--- config.mk ---
export PLATFORM = sky130hd
export DESIGN_NAME = tpg_top
export DESIGN_NICKNAME = d
export VERILOG_FILES = /design/src/design/tpg_top.v /design/src/design/tpg_regfile.v /design/src/design/tpg_pattern_core.v
export VERILOG_INCLUDE_DIRS = /design/src /design/src/design
export SDC_FILE = /design/constraint.sdc
export NUM_CORES = 1
export LEC_CHECK = 0
export ABC_AREA = 0
export BUFFER_PORTS_ARGS = -buffer_cell sky130_fd_sc_hd__buf_4
export CORE_MARGIN = 8
export CORE_UTILIZATION = 58
export CTS_BUF_LIST = sky130_fd_sc_hd__clkbuf_2
export DETAILED_ROUTE_END_ITERATION = 10
export PLACE_DENSITY_LB_ADDON = 0.25
export SYNTH_ARGS = -nofsm -noshare
export SYNTH_HDL_FRONTEND = slang
export SYNTH_SLANG_ARGS = --single-unit
export TNS_END_PERCENT = 100
--- constraint.sdc ---
create_clock -name clk_sys -period 5.5 [get_ports clk_sys]
set_clock_uncertainty 0.2 [all_clocks]
set_input_delay 0.275 -clock clk_sys [delete_from_list [all_inputs] [get_ports clk_sys]]
set_output_delay 0.275 -clock clk_sys [all_outputs]
set_load 0.01 [all_outputs]
--- src/design/tpg_regs.vh ---
// register map and constants of the output test-pattern generator
`ifndef TPG_REGS_VH
`define TPG_REGS_VH
`define TPG_ADDR_W        8
`define TPG_OFF_P1_LO     8'h8D
`define TPG_OFF_P1_HI     8'h8E
`define TPG_OFF_P2_LO     8'h8F
`define TPG_OFF_P2_HI     8'h90
`define TPG_OFF_SEL_EN    8'h91
`define TPG_OFF_SPEC_A    8'hAB
`define TPG_OFF_SPEC_B    8'hAC
`define TPG_RST_BYTE      8'h00
`define TPG_SEL_MSB       7
`define TPG_SEL_LSB       4
`define TPG_EN_MSB        3
`define TPG_EN_LSB        0
`define TPG_SPEC_BIT      0
`define TPG_K_DEFAULT     4'h0
`define TPG_K_ZEROS       4'h1
`define TPG_K_ONES        4'h2
`define TPG_K_TOGGLE      4'h3
`define TPG_K_RAMP        4'h4
`define TPG_K_WORD_ONE    4'h6
`define TPG_K_ALTERNATE   4'h7
`define TPG_K_DESKEW      4'h8
`define TPG_DESKEW_WORD   16'hAAAA
`endif

--- src/design/tpg_top.v ---
// four-channel output test-pattern generator with its configuration registers
// Function
// (RQ1) word one high byte at 8Eh
// (RQ2) word two bytes at 8Fh, 90h
// (RQ3) select field bits 7-4 of 91h
// (RQ4) code 6 word one, 7 alternates
// (RQ5) code 8 outputs deskew word AAAA
// (RQ6) per-channel enable bits 3-0 of 91h
// (RQ7) enabled channels share one select field
// (RQ8) host always writes 1 to special bits
// (RQ9) reserved special bits read as zero
// (RQ10) reset clears all fields to zero
// (RQ11) word one low byte at 8Dh
// (RQ12) host opens page before writing registers
// (RQ13) toggle alternates, ramp increments and wraps
// (RQ14) undefined codes give default data
`timescale 1ns/10ps
`default_nettype none
`include "tpg_regs.vh"
module tpg_top #(
	parameter W = 16
) (
	input  wire         clk_sys,
	input  wire         rst_n,
	input  wire         reg_wr_en,
	input  wire [7:0]   reg_addr,
	input  wire [7:0]   reg_wdata,
	output wire [7:0]   reg_rdata,
	output wire         reg_hit,
	input  wire         sample_en,
	input  wire [W-1:0] adc_data_a,
	input  wire [W-1:0] adc_data_b,
	input  wire [W-1:0] adc_data_c,
	input  wire [W-1:0] adc_data_d,
	output wire [W-1:0] lane_data_a,
	output wire [W-1:0] lane_data_b,
	output wire [W-1:0] lane_data_c,
	output wire [W-1:0] lane_data_d,
	output wire         mandatory_set_bit_a,
	output wire         mandatory_set_bit_b
);
	wire [15:0]      programmable_word_one;
	wire [15:0]      programmable_word_two;
	wire [3:0]       pattern_kind_field;
	wire [3:0]       pattern_channel_en;
	wire [W-1:0]     pattern_word;
	wire [4*W-1:0]   adc_bus;
	reg  [4*W-1:0]   lane_r;
	reg              kind_valid;

	// ************
	// registers and pattern source
	// ************
	// page enable (RQ12) lives outside; writes here are already page-qualified
	tpg_regfile tpg_regfile_i (
		.clk_sys               (clk_sys),
		.rst_n                 (rst_n),
		.reg_wr_en             (reg_wr_en),
		.reg_addr              (reg_addr),
		.reg_wdata             (reg_wdata),
		.reg_rdata             (reg_rdata),
		.reg_hit               (reg_hit),
		.programmable_word_one (programmable_word_one),
		.programmable_word_two (programmable_word_two),
		.pattern_kind_field    (pattern_kind_field),
		.pattern_channel_en    (pattern_channel_en),
		.mandatory_set_bit_a   (mandatory_set_bit_a),
		.mandatory_set_bit_b   (mandatory_set_bit_b)
	);

	tpg_pattern_core #(.W(W)) tpg_pattern_core_i (
		.clk_sys               (clk_sys),
		.rst_n                 (rst_n),
		.sample_en             (sample_en),
		.pattern_kind_field    (pattern_kind_field),
		.programmable_word_one (programmable_word_one),
		.programmable_word_two (programmable_word_two),
		.pattern_word          (pattern_word)
	);

	// code 0, 5 and 9..15 leave converted data in place
	always @* begin
		case (pattern_kind_field)
		`TPG_K_ZEROS, `TPG_K_ONES, `TPG_K_TOGGLE, `TPG_K_RAMP,
		`TPG_K_WORD_ONE, `TPG_K_ALTERNATE, `TPG_K_DESKEW: kind_valid = 1'b1;
		default: kind_valid = 1'b0;  // RQ14
		endcase
	end

	// ************
	// per-channel output mux
	// ************
	assign adc_bus = {adc_data_d, adc_data_c, adc_data_b, adc_data_a};

	genvar ch;
	generate
		for (ch = 0; ch < 4; ch = ch + 1) begin : g_ch
			always @(posedge clk_sys) begin
				if (!rst_n) begin
					lane_r[ch*W +: W] <= {W{1'b0}};
				end else if (sample_en) begin
					if (pattern_channel_en[ch] && kind_valid)  // RQ7
						lane_r[ch*W +: W] <= pattern_word;     // RQ7
					else
						lane_r[ch*W +: W] <= adc_bus[ch*W +: W];  // RQ6
				end
			end
		end
	endgenerate

	assign lane_data_a = lane_r[0*W +: W];
	assign lane_data_b = lane_r[1*W +: W];
	assign lane_data_c = lane_r[2*W +: W];
	assign lane_data_d = lane_r[3*W +: W];
endmodule
`default_nettype wire

--- src/design/tpg_regfile.v ---
// byte-wide configuration registers of the digital configuration page
`timescale 1ns/10ps
`default_nettype none
`include "tpg_regs.vh"
module tpg_regfile (
	input  wire        clk_sys,
	input  wire        rst_n,
	input  wire        reg_wr_en,
	input  wire [7:0]  reg_addr,
	input  wire [7:0]  reg_wdata,
	output reg  [7:0]  reg_rdata,
	output wire        reg_hit,
	output reg  [15:0] programmable_word_one,
	output reg  [15:0] programmable_word_two,
	output reg  [3:0]  pattern_kind_field,
	output reg  [3:0]  pattern_channel_en,
	output reg         mandatory_set_bit_a,
	output reg         mandatory_set_bit_b
);
	// ************
	// write side
	// ************
	always @(posedge clk_sys) begin
		if (!rst_n) begin
			programmable_word_one <= {2{`TPG_RST_BYTE}};  // RQ10
			programmable_word_two <= {2{`TPG_RST_BYTE}};
			pattern_kind_field    <= 4'h0;
			pattern_channel_en    <= 4'h0;
			mandatory_set_bit_a   <= 1'b0;
			mandatory_set_bit_b   <= 1'b0;
		end else if (reg_wr_en) begin
			case (reg_addr)
			`TPG_OFF_P1_LO: programmable_word_one[7:0] <= reg_wdata;   // RQ11
			`TPG_OFF_P1_HI: programmable_word_one[15:8] <= reg_wdata;  // RQ1
			`TPG_OFF_P2_LO: programmable_word_two[7:0] <= reg_wdata;   // RQ2
			`TPG_OFF_P2_HI: programmable_word_two[15:8] <= reg_wdata;  // RQ2
			`TPG_OFF_SEL_EN: begin
				pattern_kind_field <= reg_wdata[`TPG_SEL_MSB:`TPG_SEL_LSB];  // RQ3
				pattern_channel_en <= reg_wdata[`TPG_EN_MSB:`TPG_EN_LSB];    // RQ6
			end
			// reserved bits are not stored, so they always read 0
			`TPG_OFF_SPEC_A: mandatory_set_bit_a <= reg_wdata[`TPG_SPEC_BIT];  // RQ9
			`TPG_OFF_SPEC_B: mandatory_set_bit_b <= reg_wdata[`TPG_SPEC_BIT];  // RQ9
			default: ;
			endcase
		end
	end

	// ************
	// read side
	// ************
	assign reg_hit = (reg_addr == `TPG_OFF_P1_LO) || (reg_addr == `TPG_OFF_P1_HI) ||
		(reg_addr == `TPG_OFF_P2_LO) || (reg_addr == `TPG_OFF_P2_HI) ||
		(reg_addr == `TPG_OFF_SEL_EN) || (reg_addr == `TPG_OFF_SPEC_A) ||
		(reg_addr == `TPG_OFF_SPEC_B);

	always @* begin
		case (reg_addr)
		`TPG_OFF_P1_LO:  reg_rdata = programmable_word_one[7:0];
		`TPG_OFF_P1_HI:  reg_rdata = programmable_word_one[15:8];
		`TPG_OFF_P2_LO:  reg_rdata = programmable_word_two[7:0];
		`TPG_OFF_P2_HI:  reg_rdata = programmable_word_two[15:8];
		`TPG_OFF_SEL_EN: reg_rdata = {pattern_kind_field, pattern_channel_en};
		`TPG_OFF_SPEC_A: reg_rdata = {7'h00, mandatory_set_bit_a};  // RQ9
		`TPG_OFF_SPEC_B: reg_rdata = {7'h00, mandatory_set_bit_b};  // RQ9
		default:         reg_rdata = 8'h00;
		endcase
	end
endmodule
`default_nettype wire

--- src/design/tpg_pattern_core.v ---
// shared pattern word source: toggle, ramp, alternation and fixed words
`timescale 1ns/10ps
`default_nettype none
`include "tpg_regs.vh"
module tpg_pattern_core #(
	parameter W = 16
) (
	input  wire         clk_sys,
	input  wire         rst_n,
	input  wire         sample_en,
	input  wire [3:0]   pattern_kind_field,
	input  wire [15:0]  programmable_word_one,
	input  wire [15:0]  programmable_word_two,
	output reg  [W-1:0] pattern_word
);
	reg         phase_r;
	reg [W-1:0] ramp_r;

	// ************
	// sequence state
	// ************
	// one phase bit drives both toggle and alternation, one sample per step
	always @(posedge clk_sys) begin
		if (!rst_n) begin
			phase_r <= 1'b0;
			ramp_r  <= {W{1'b0}};
		end else if (sample_en) begin
			phase_r <= ~phase_r;           // RQ13
			ramp_r  <= ramp_r + 1'b1;      // RQ13
		end
	end

	// ************
	// word select
	// ************
	always @* begin
		case (pattern_kind_field)
		`TPG_K_ZEROS:     pattern_word = {W{1'b0}};                   // RQ3
		`TPG_K_ONES:      pattern_word = {W{1'b1}};                   // RQ3
		`TPG_K_TOGGLE:    pattern_word = {W{phase_r}};                // RQ13
		`TPG_K_RAMP:      pattern_word = ramp_r;                      // RQ13
		`TPG_K_WORD_ONE:  pattern_word = programmable_word_one[W-1:0];  // RQ4
		`TPG_K_ALTERNATE: pattern_word = phase_r ? programmable_word_two[W-1:0]
			: programmable_word_one[W-1:0];                          // RQ4
		`TPG_K_DESKEW:    pattern_word = `TPG_DESKEW_WORD;            // RQ5
		default:          pattern_word = {W{1'b0}};
		endcase
	end
endmodule
`default_nettype wire

==> reports/metrics.sh <==
CORE_SQ_UM=10790
FINAL_COMMON_CELL='buf_4'
CLOCK_PATH_BUFFERS=2
WORSTHOLDENDPOINT='tpg_regfile_i.mandatory_set_bit_b$_SDFFE_PN0P_'
WORSTPATHMAXFANOUT=28
START_UTIL=0.5937
WORST_PIN_SLEW_NS=1.206
POWER.DENSITY_nW_PER_UM2=213.1
TRITONCTS.NUM_BUFFERS=17
CTS.HTREE.LEVELS=4
SYNTHESIZED_INSTANCE_COUNT=661
ANT_NETS=0
PLACE.DETAILED.HPWL_MM=14.18
GRT_FIRST_PASS_WIRELENGTH_MM=34.11
DIEHEIGHT_UM=121.1
CPLARGESTDELAYFAMILY='flip-flops'
ROUTED_WIRE_LENGTH_PER_INSTANCE_UM=21.84
CTS_RESIZED=0
GLOBALROUTEMET1UTIL=0.3359
TRITONCTS='built'
YS_ASYNC_SR_FRACTION=0
CTS_SETUP_BUFFERS=0
NUM_ROWS=38
VIA_PER_INST=6.106
MAXCLOCKFREQUENCY_GHz=0.3390
HOLD_VIOL_FINAL=0
DETAILROUTE.VIA_COUNT=6320
NUMBER_OF_FLOPS_MAPPED_TO_ENABLE_CELLS_BY_YOSYS=0
AREA_GROWTH_SYN_TO_FIN_PCT=34.84
DIE-WIDTH_UM=121.1
POSTSYNTHNETCOUNT=746
REG2REG_SETUP_SLACK_NS=2.55
DETAILEDROUTE.FIRSTPASSITERATIONCOUNT=6
GRTUSAGEMET2=0.4936
GRT-OVFL-TOTAL=0
FINAL_PERIOD_MINUS_WORST_SETUP_SLACK_NS=2.950
WIRELENGTH_MM=22.60
YS.FLOP_TYPE='dfxtp_1'
SYNTH_CELL_TYPE_COUNT=50
PORT_BUFFERS=158
YS_WARN_COUNT=0
LARGEST_NET_DEGREE_AT_THE_START_OF_GLOBAL_ROUTING=65
CLK-INSERTION-DELAY-LATE_NS=0.70
RESULT_OF_THE_RUN='complete, no violations'
DRIVE_GT1_FRAC=0.2910
FINAL_CRITICAL_PATH_SETUP_SLACK_NS=2.550
FINALINSTANCEAREA_SQ_UM=8640
MASTER_OF_THE_SLOWEST_INSTANCE_ON_THE_CRITICAL_PATH='dfxtp_1'
CLK_TRANSITION_REPORTED_PATHS_NS=0.22
CRIT_REQUIRED_NS=5.93
SETUP-VIOLATIONS-FINAL=0
REGTOREGSTARTPOINT='tpg_regfile_i.pattern_kind_field[1]$_SDFFE_PN0P_'
MAX-SLEW-MARGIN-REL=0.1940
VIA_COUNT_OF_THE_FIRST_GLOBAL_ROUTING_PASS=6197
CP_SLOWEST_STAGE_DELAY_NS=1.07
TOTALNEGATIVESETUPSLACK_NS=0
CRIT_PATH_CELL_TRACE='nor4b_2 -> o21ai_0 -> nand3_1 -> o221ai_1'
POST-LAYOUT-TOTAL-POWER_uW=1841
IO_PINS=159
MOST-COMMON-LAYOUT-CELLS='buf_4, dfxtp_1, dlygate4sd3_1'
CLOCKROOTBUFFER='clkbuf_2'
TIMING.CRITICAL_PATH.BUF_INV=0
HOLD_PATH_CLASS='primary input to register'
CRITICAL_PATH_ARRIVAL_NS=3.38
UNREPAIRED_SETUP_ENDPOINTS_AFTER_GLOBAL_ROUTING='no'
AVGSYNTHCELLAREA_SQ_UM=9.693
CTS.SINK_COUNT=123
SLEW_VIOLATIONS=0
FP.DIEAREA_SQ_UM=14670
TRACK_USAGE=0.2976
INITIAL_ANTENNA_VIOLATION_COUNT=4
R2R.WORST_PATH.CELLS=4
LAYOUT.FILLER_CELLS=639
HOLD_PATH_STARTPOINT='reg_addr[1]'
CRITPATHCAPTURETYPE='register'
HOLD-PATH-CELL-COUNT=5
CRIT_PATH_START_KIND='register'
LEAKAGE_uW=0.003839
ROUTABILITYCONGESTION=0.9453
PLACED_CELL_AREA_SQ_UM=7547
TIMING.FINAL.CRIT_SHARE=0.5364
ROUTE.DETAILED.DRC=0
MAXCAPVIOLATIONS=0
CRIT-REG2REG-CAPTURE='lane_data_b[0]$_SDFFE_PN0P_'
LAYOUT.NETS=962
DETAILEDROUTE.FIRSTITERATIONVIOLATIONS=734
PRE_CTS_WS_NS=2.702
SYNTHESIZED_FLOP_AND_LATCH_TOTAL=123
GRT_UTIL_MET3=0.09260
SYNTH_SEQUENTIAL_AREA_RATIO=0.3843
GRT-BUSIEST-LAYER='met2'
CTS-HOLD-FIX-BUFFERS=82
VDD_IR_DROP_MAX_V=0.0001368
WORSTSETUPPATHTYPE='register to register'
CELL_AREA_AFTER_TECHNOLOGY_MAPPING_SQ_UM=6407
[logic make-up (layout without fill, tap and decap cells)]
group           Yosys count  after routing  synth area share
simple gates            196            196            0.1718
compound gates          135            135            0.2187
flops                   123            123            0.3843
buf+inv                 112            341           0.07674
mux                      83             83            0.1314
xor+xnor                 11             11           0.01504
fa+ha+maj                 1              1          0.001952
other cells               0              5                 0
[cell type report]
cell class                      instances  area, sq um  area share
Inverter                               68        255.2     0.02954
Clock buffer                           17        85.08    0.009848
Timing Repair Buffer                  241         2014      0.2332
Multi-Input combinational cell        426         3461      0.4006
Clock inverter                         15        173.9     0.02013
Tap cell                              140        175.2     0.02028
Antenna cell                            5        12.51    0.001448
Sequential cell                       123         2462      0.2850
[where the power goes]
part | internal, uW | leakage, uW | switching [uW]
Sequential | 923 | 0.00100 | 24.7
Combinational | 151 | 0.00269 | 124
Clock | 253 | 0.000147 | 366
Total | 1330 | 0.00384 | 514
[synth_stat cells, types with 2 or more instances]
cell type	number	share of area
dfxtp_1	123	0.38
nand2_1	76	0.045
mux2i_1	74	0.12
inv_1	68	0.040
nor2b_1	54	0.053
o221ai_2	40	0.094
o221ai_1	24	0.033
clkbuf_1	20	0.012
and2_1	14	0.014
o21ai_0	13	0.010
buf_2	12	0.0094
a32oi_1	11	0.015
o22ai_1	11	0.011
mux2_2	9	0.016
a22oi_1	8	0.0094
nand3_1	8	0.0062
nand4_1	8	0.0078
o22a_1	8	0.011
xor2_1	8	0.011
buf_4	5	0.0059
buf_6	5	0.0088
nor2_1	5	0.0029
nor3_1	5	0.0039
nand4_2	4	0.0078
o211ai_4	4	0.013
a21boi_0	3	0.0035
a21oi_2	3	0.0041
nand2b_1	3	0.0029
nor3b_1	3	0.0035
o221a_2	3	0.0053
or3_1	3	0.0029
xnor2_1	3	0.0041
a21oi_1	2	0.0016
a22o_1	2	0.0027
and3b_1	2	0.0027
buf_1	2	0.0012
nor4_1	2	0.0020
[worst max path at each step]
| stage | from | to | depth (start not counted) |
|---|---|---|---|
| after floorplan | reg_addr[1] | reg_rdata[0] | 5 |
| after global placement | rst_n | lane_data_c[0]$_SDFFE_PN0P_ | 4 |
| after detailed placement | rst_n | lane_data_c[1]$_SDFFE_PN0P_ | 4 |
| after CTS | reg_addr[5] | reg_rdata[1] | 6 |
| after global routing | tpg_regfile_i.pattern_kind_field[1]$_SDFFE_PN0P_ | lane_data_a[4]$_SDFFE_PN0P_ | 4 |
| final | tpg_regfile_i.pattern_kind_field[1]$_SDFFE_PN0P_ | lane_data_b[0]$_SDFFE_PN0P_ | 4 |
[stage by stage]
step	util	hold slack, ns	cells
after CTS	0.7993	0.04010	1030
after detailed placement	0.6993	0.2533	916
after floorplan	-	0.2266	661
final	0.8005	0.05179	1035
after global routing	0.8003	0.06891	1034
after global placement	0.6993	0.2484	916
[registers in the layout, indices dropped and copies added, names as in the netlist]
register / count
tpg_regfile_i.mandatory_set_bit_b: 1
tpg_regfile_i.programmable_word_two: 16
tpg_regfile_i.pattern_channel_en: 4
lane_data_a: 16
lane_data_d: 16
tpg_regfile_i.pattern_kind_field: 4
tpg_pattern_core_i.ramp_r: 16
tpg_regfile_i.mandatory_set_bit_a: 1
lane_data_c: 16
tpg_regfile_i.programmable_word_one: 16
tpg_pattern_core_i.phase_r: 1
lane_data_b: 16
[tightest hold or removal path: stages]
cell	delay, ns
buf_4	0.20
nor2_1	0.14
nand4_1	0.13
mux2i_1	0.07
nor2b_1	0.09
[routing by layer]
layer,part of all wire,vias to the layer above
met5,0,-
met4,0.043,0
met3,0.10,91
met2,0.49,391
met1,0.36,3007
li1,-,2831
Power figures use the tool's default switching activity.
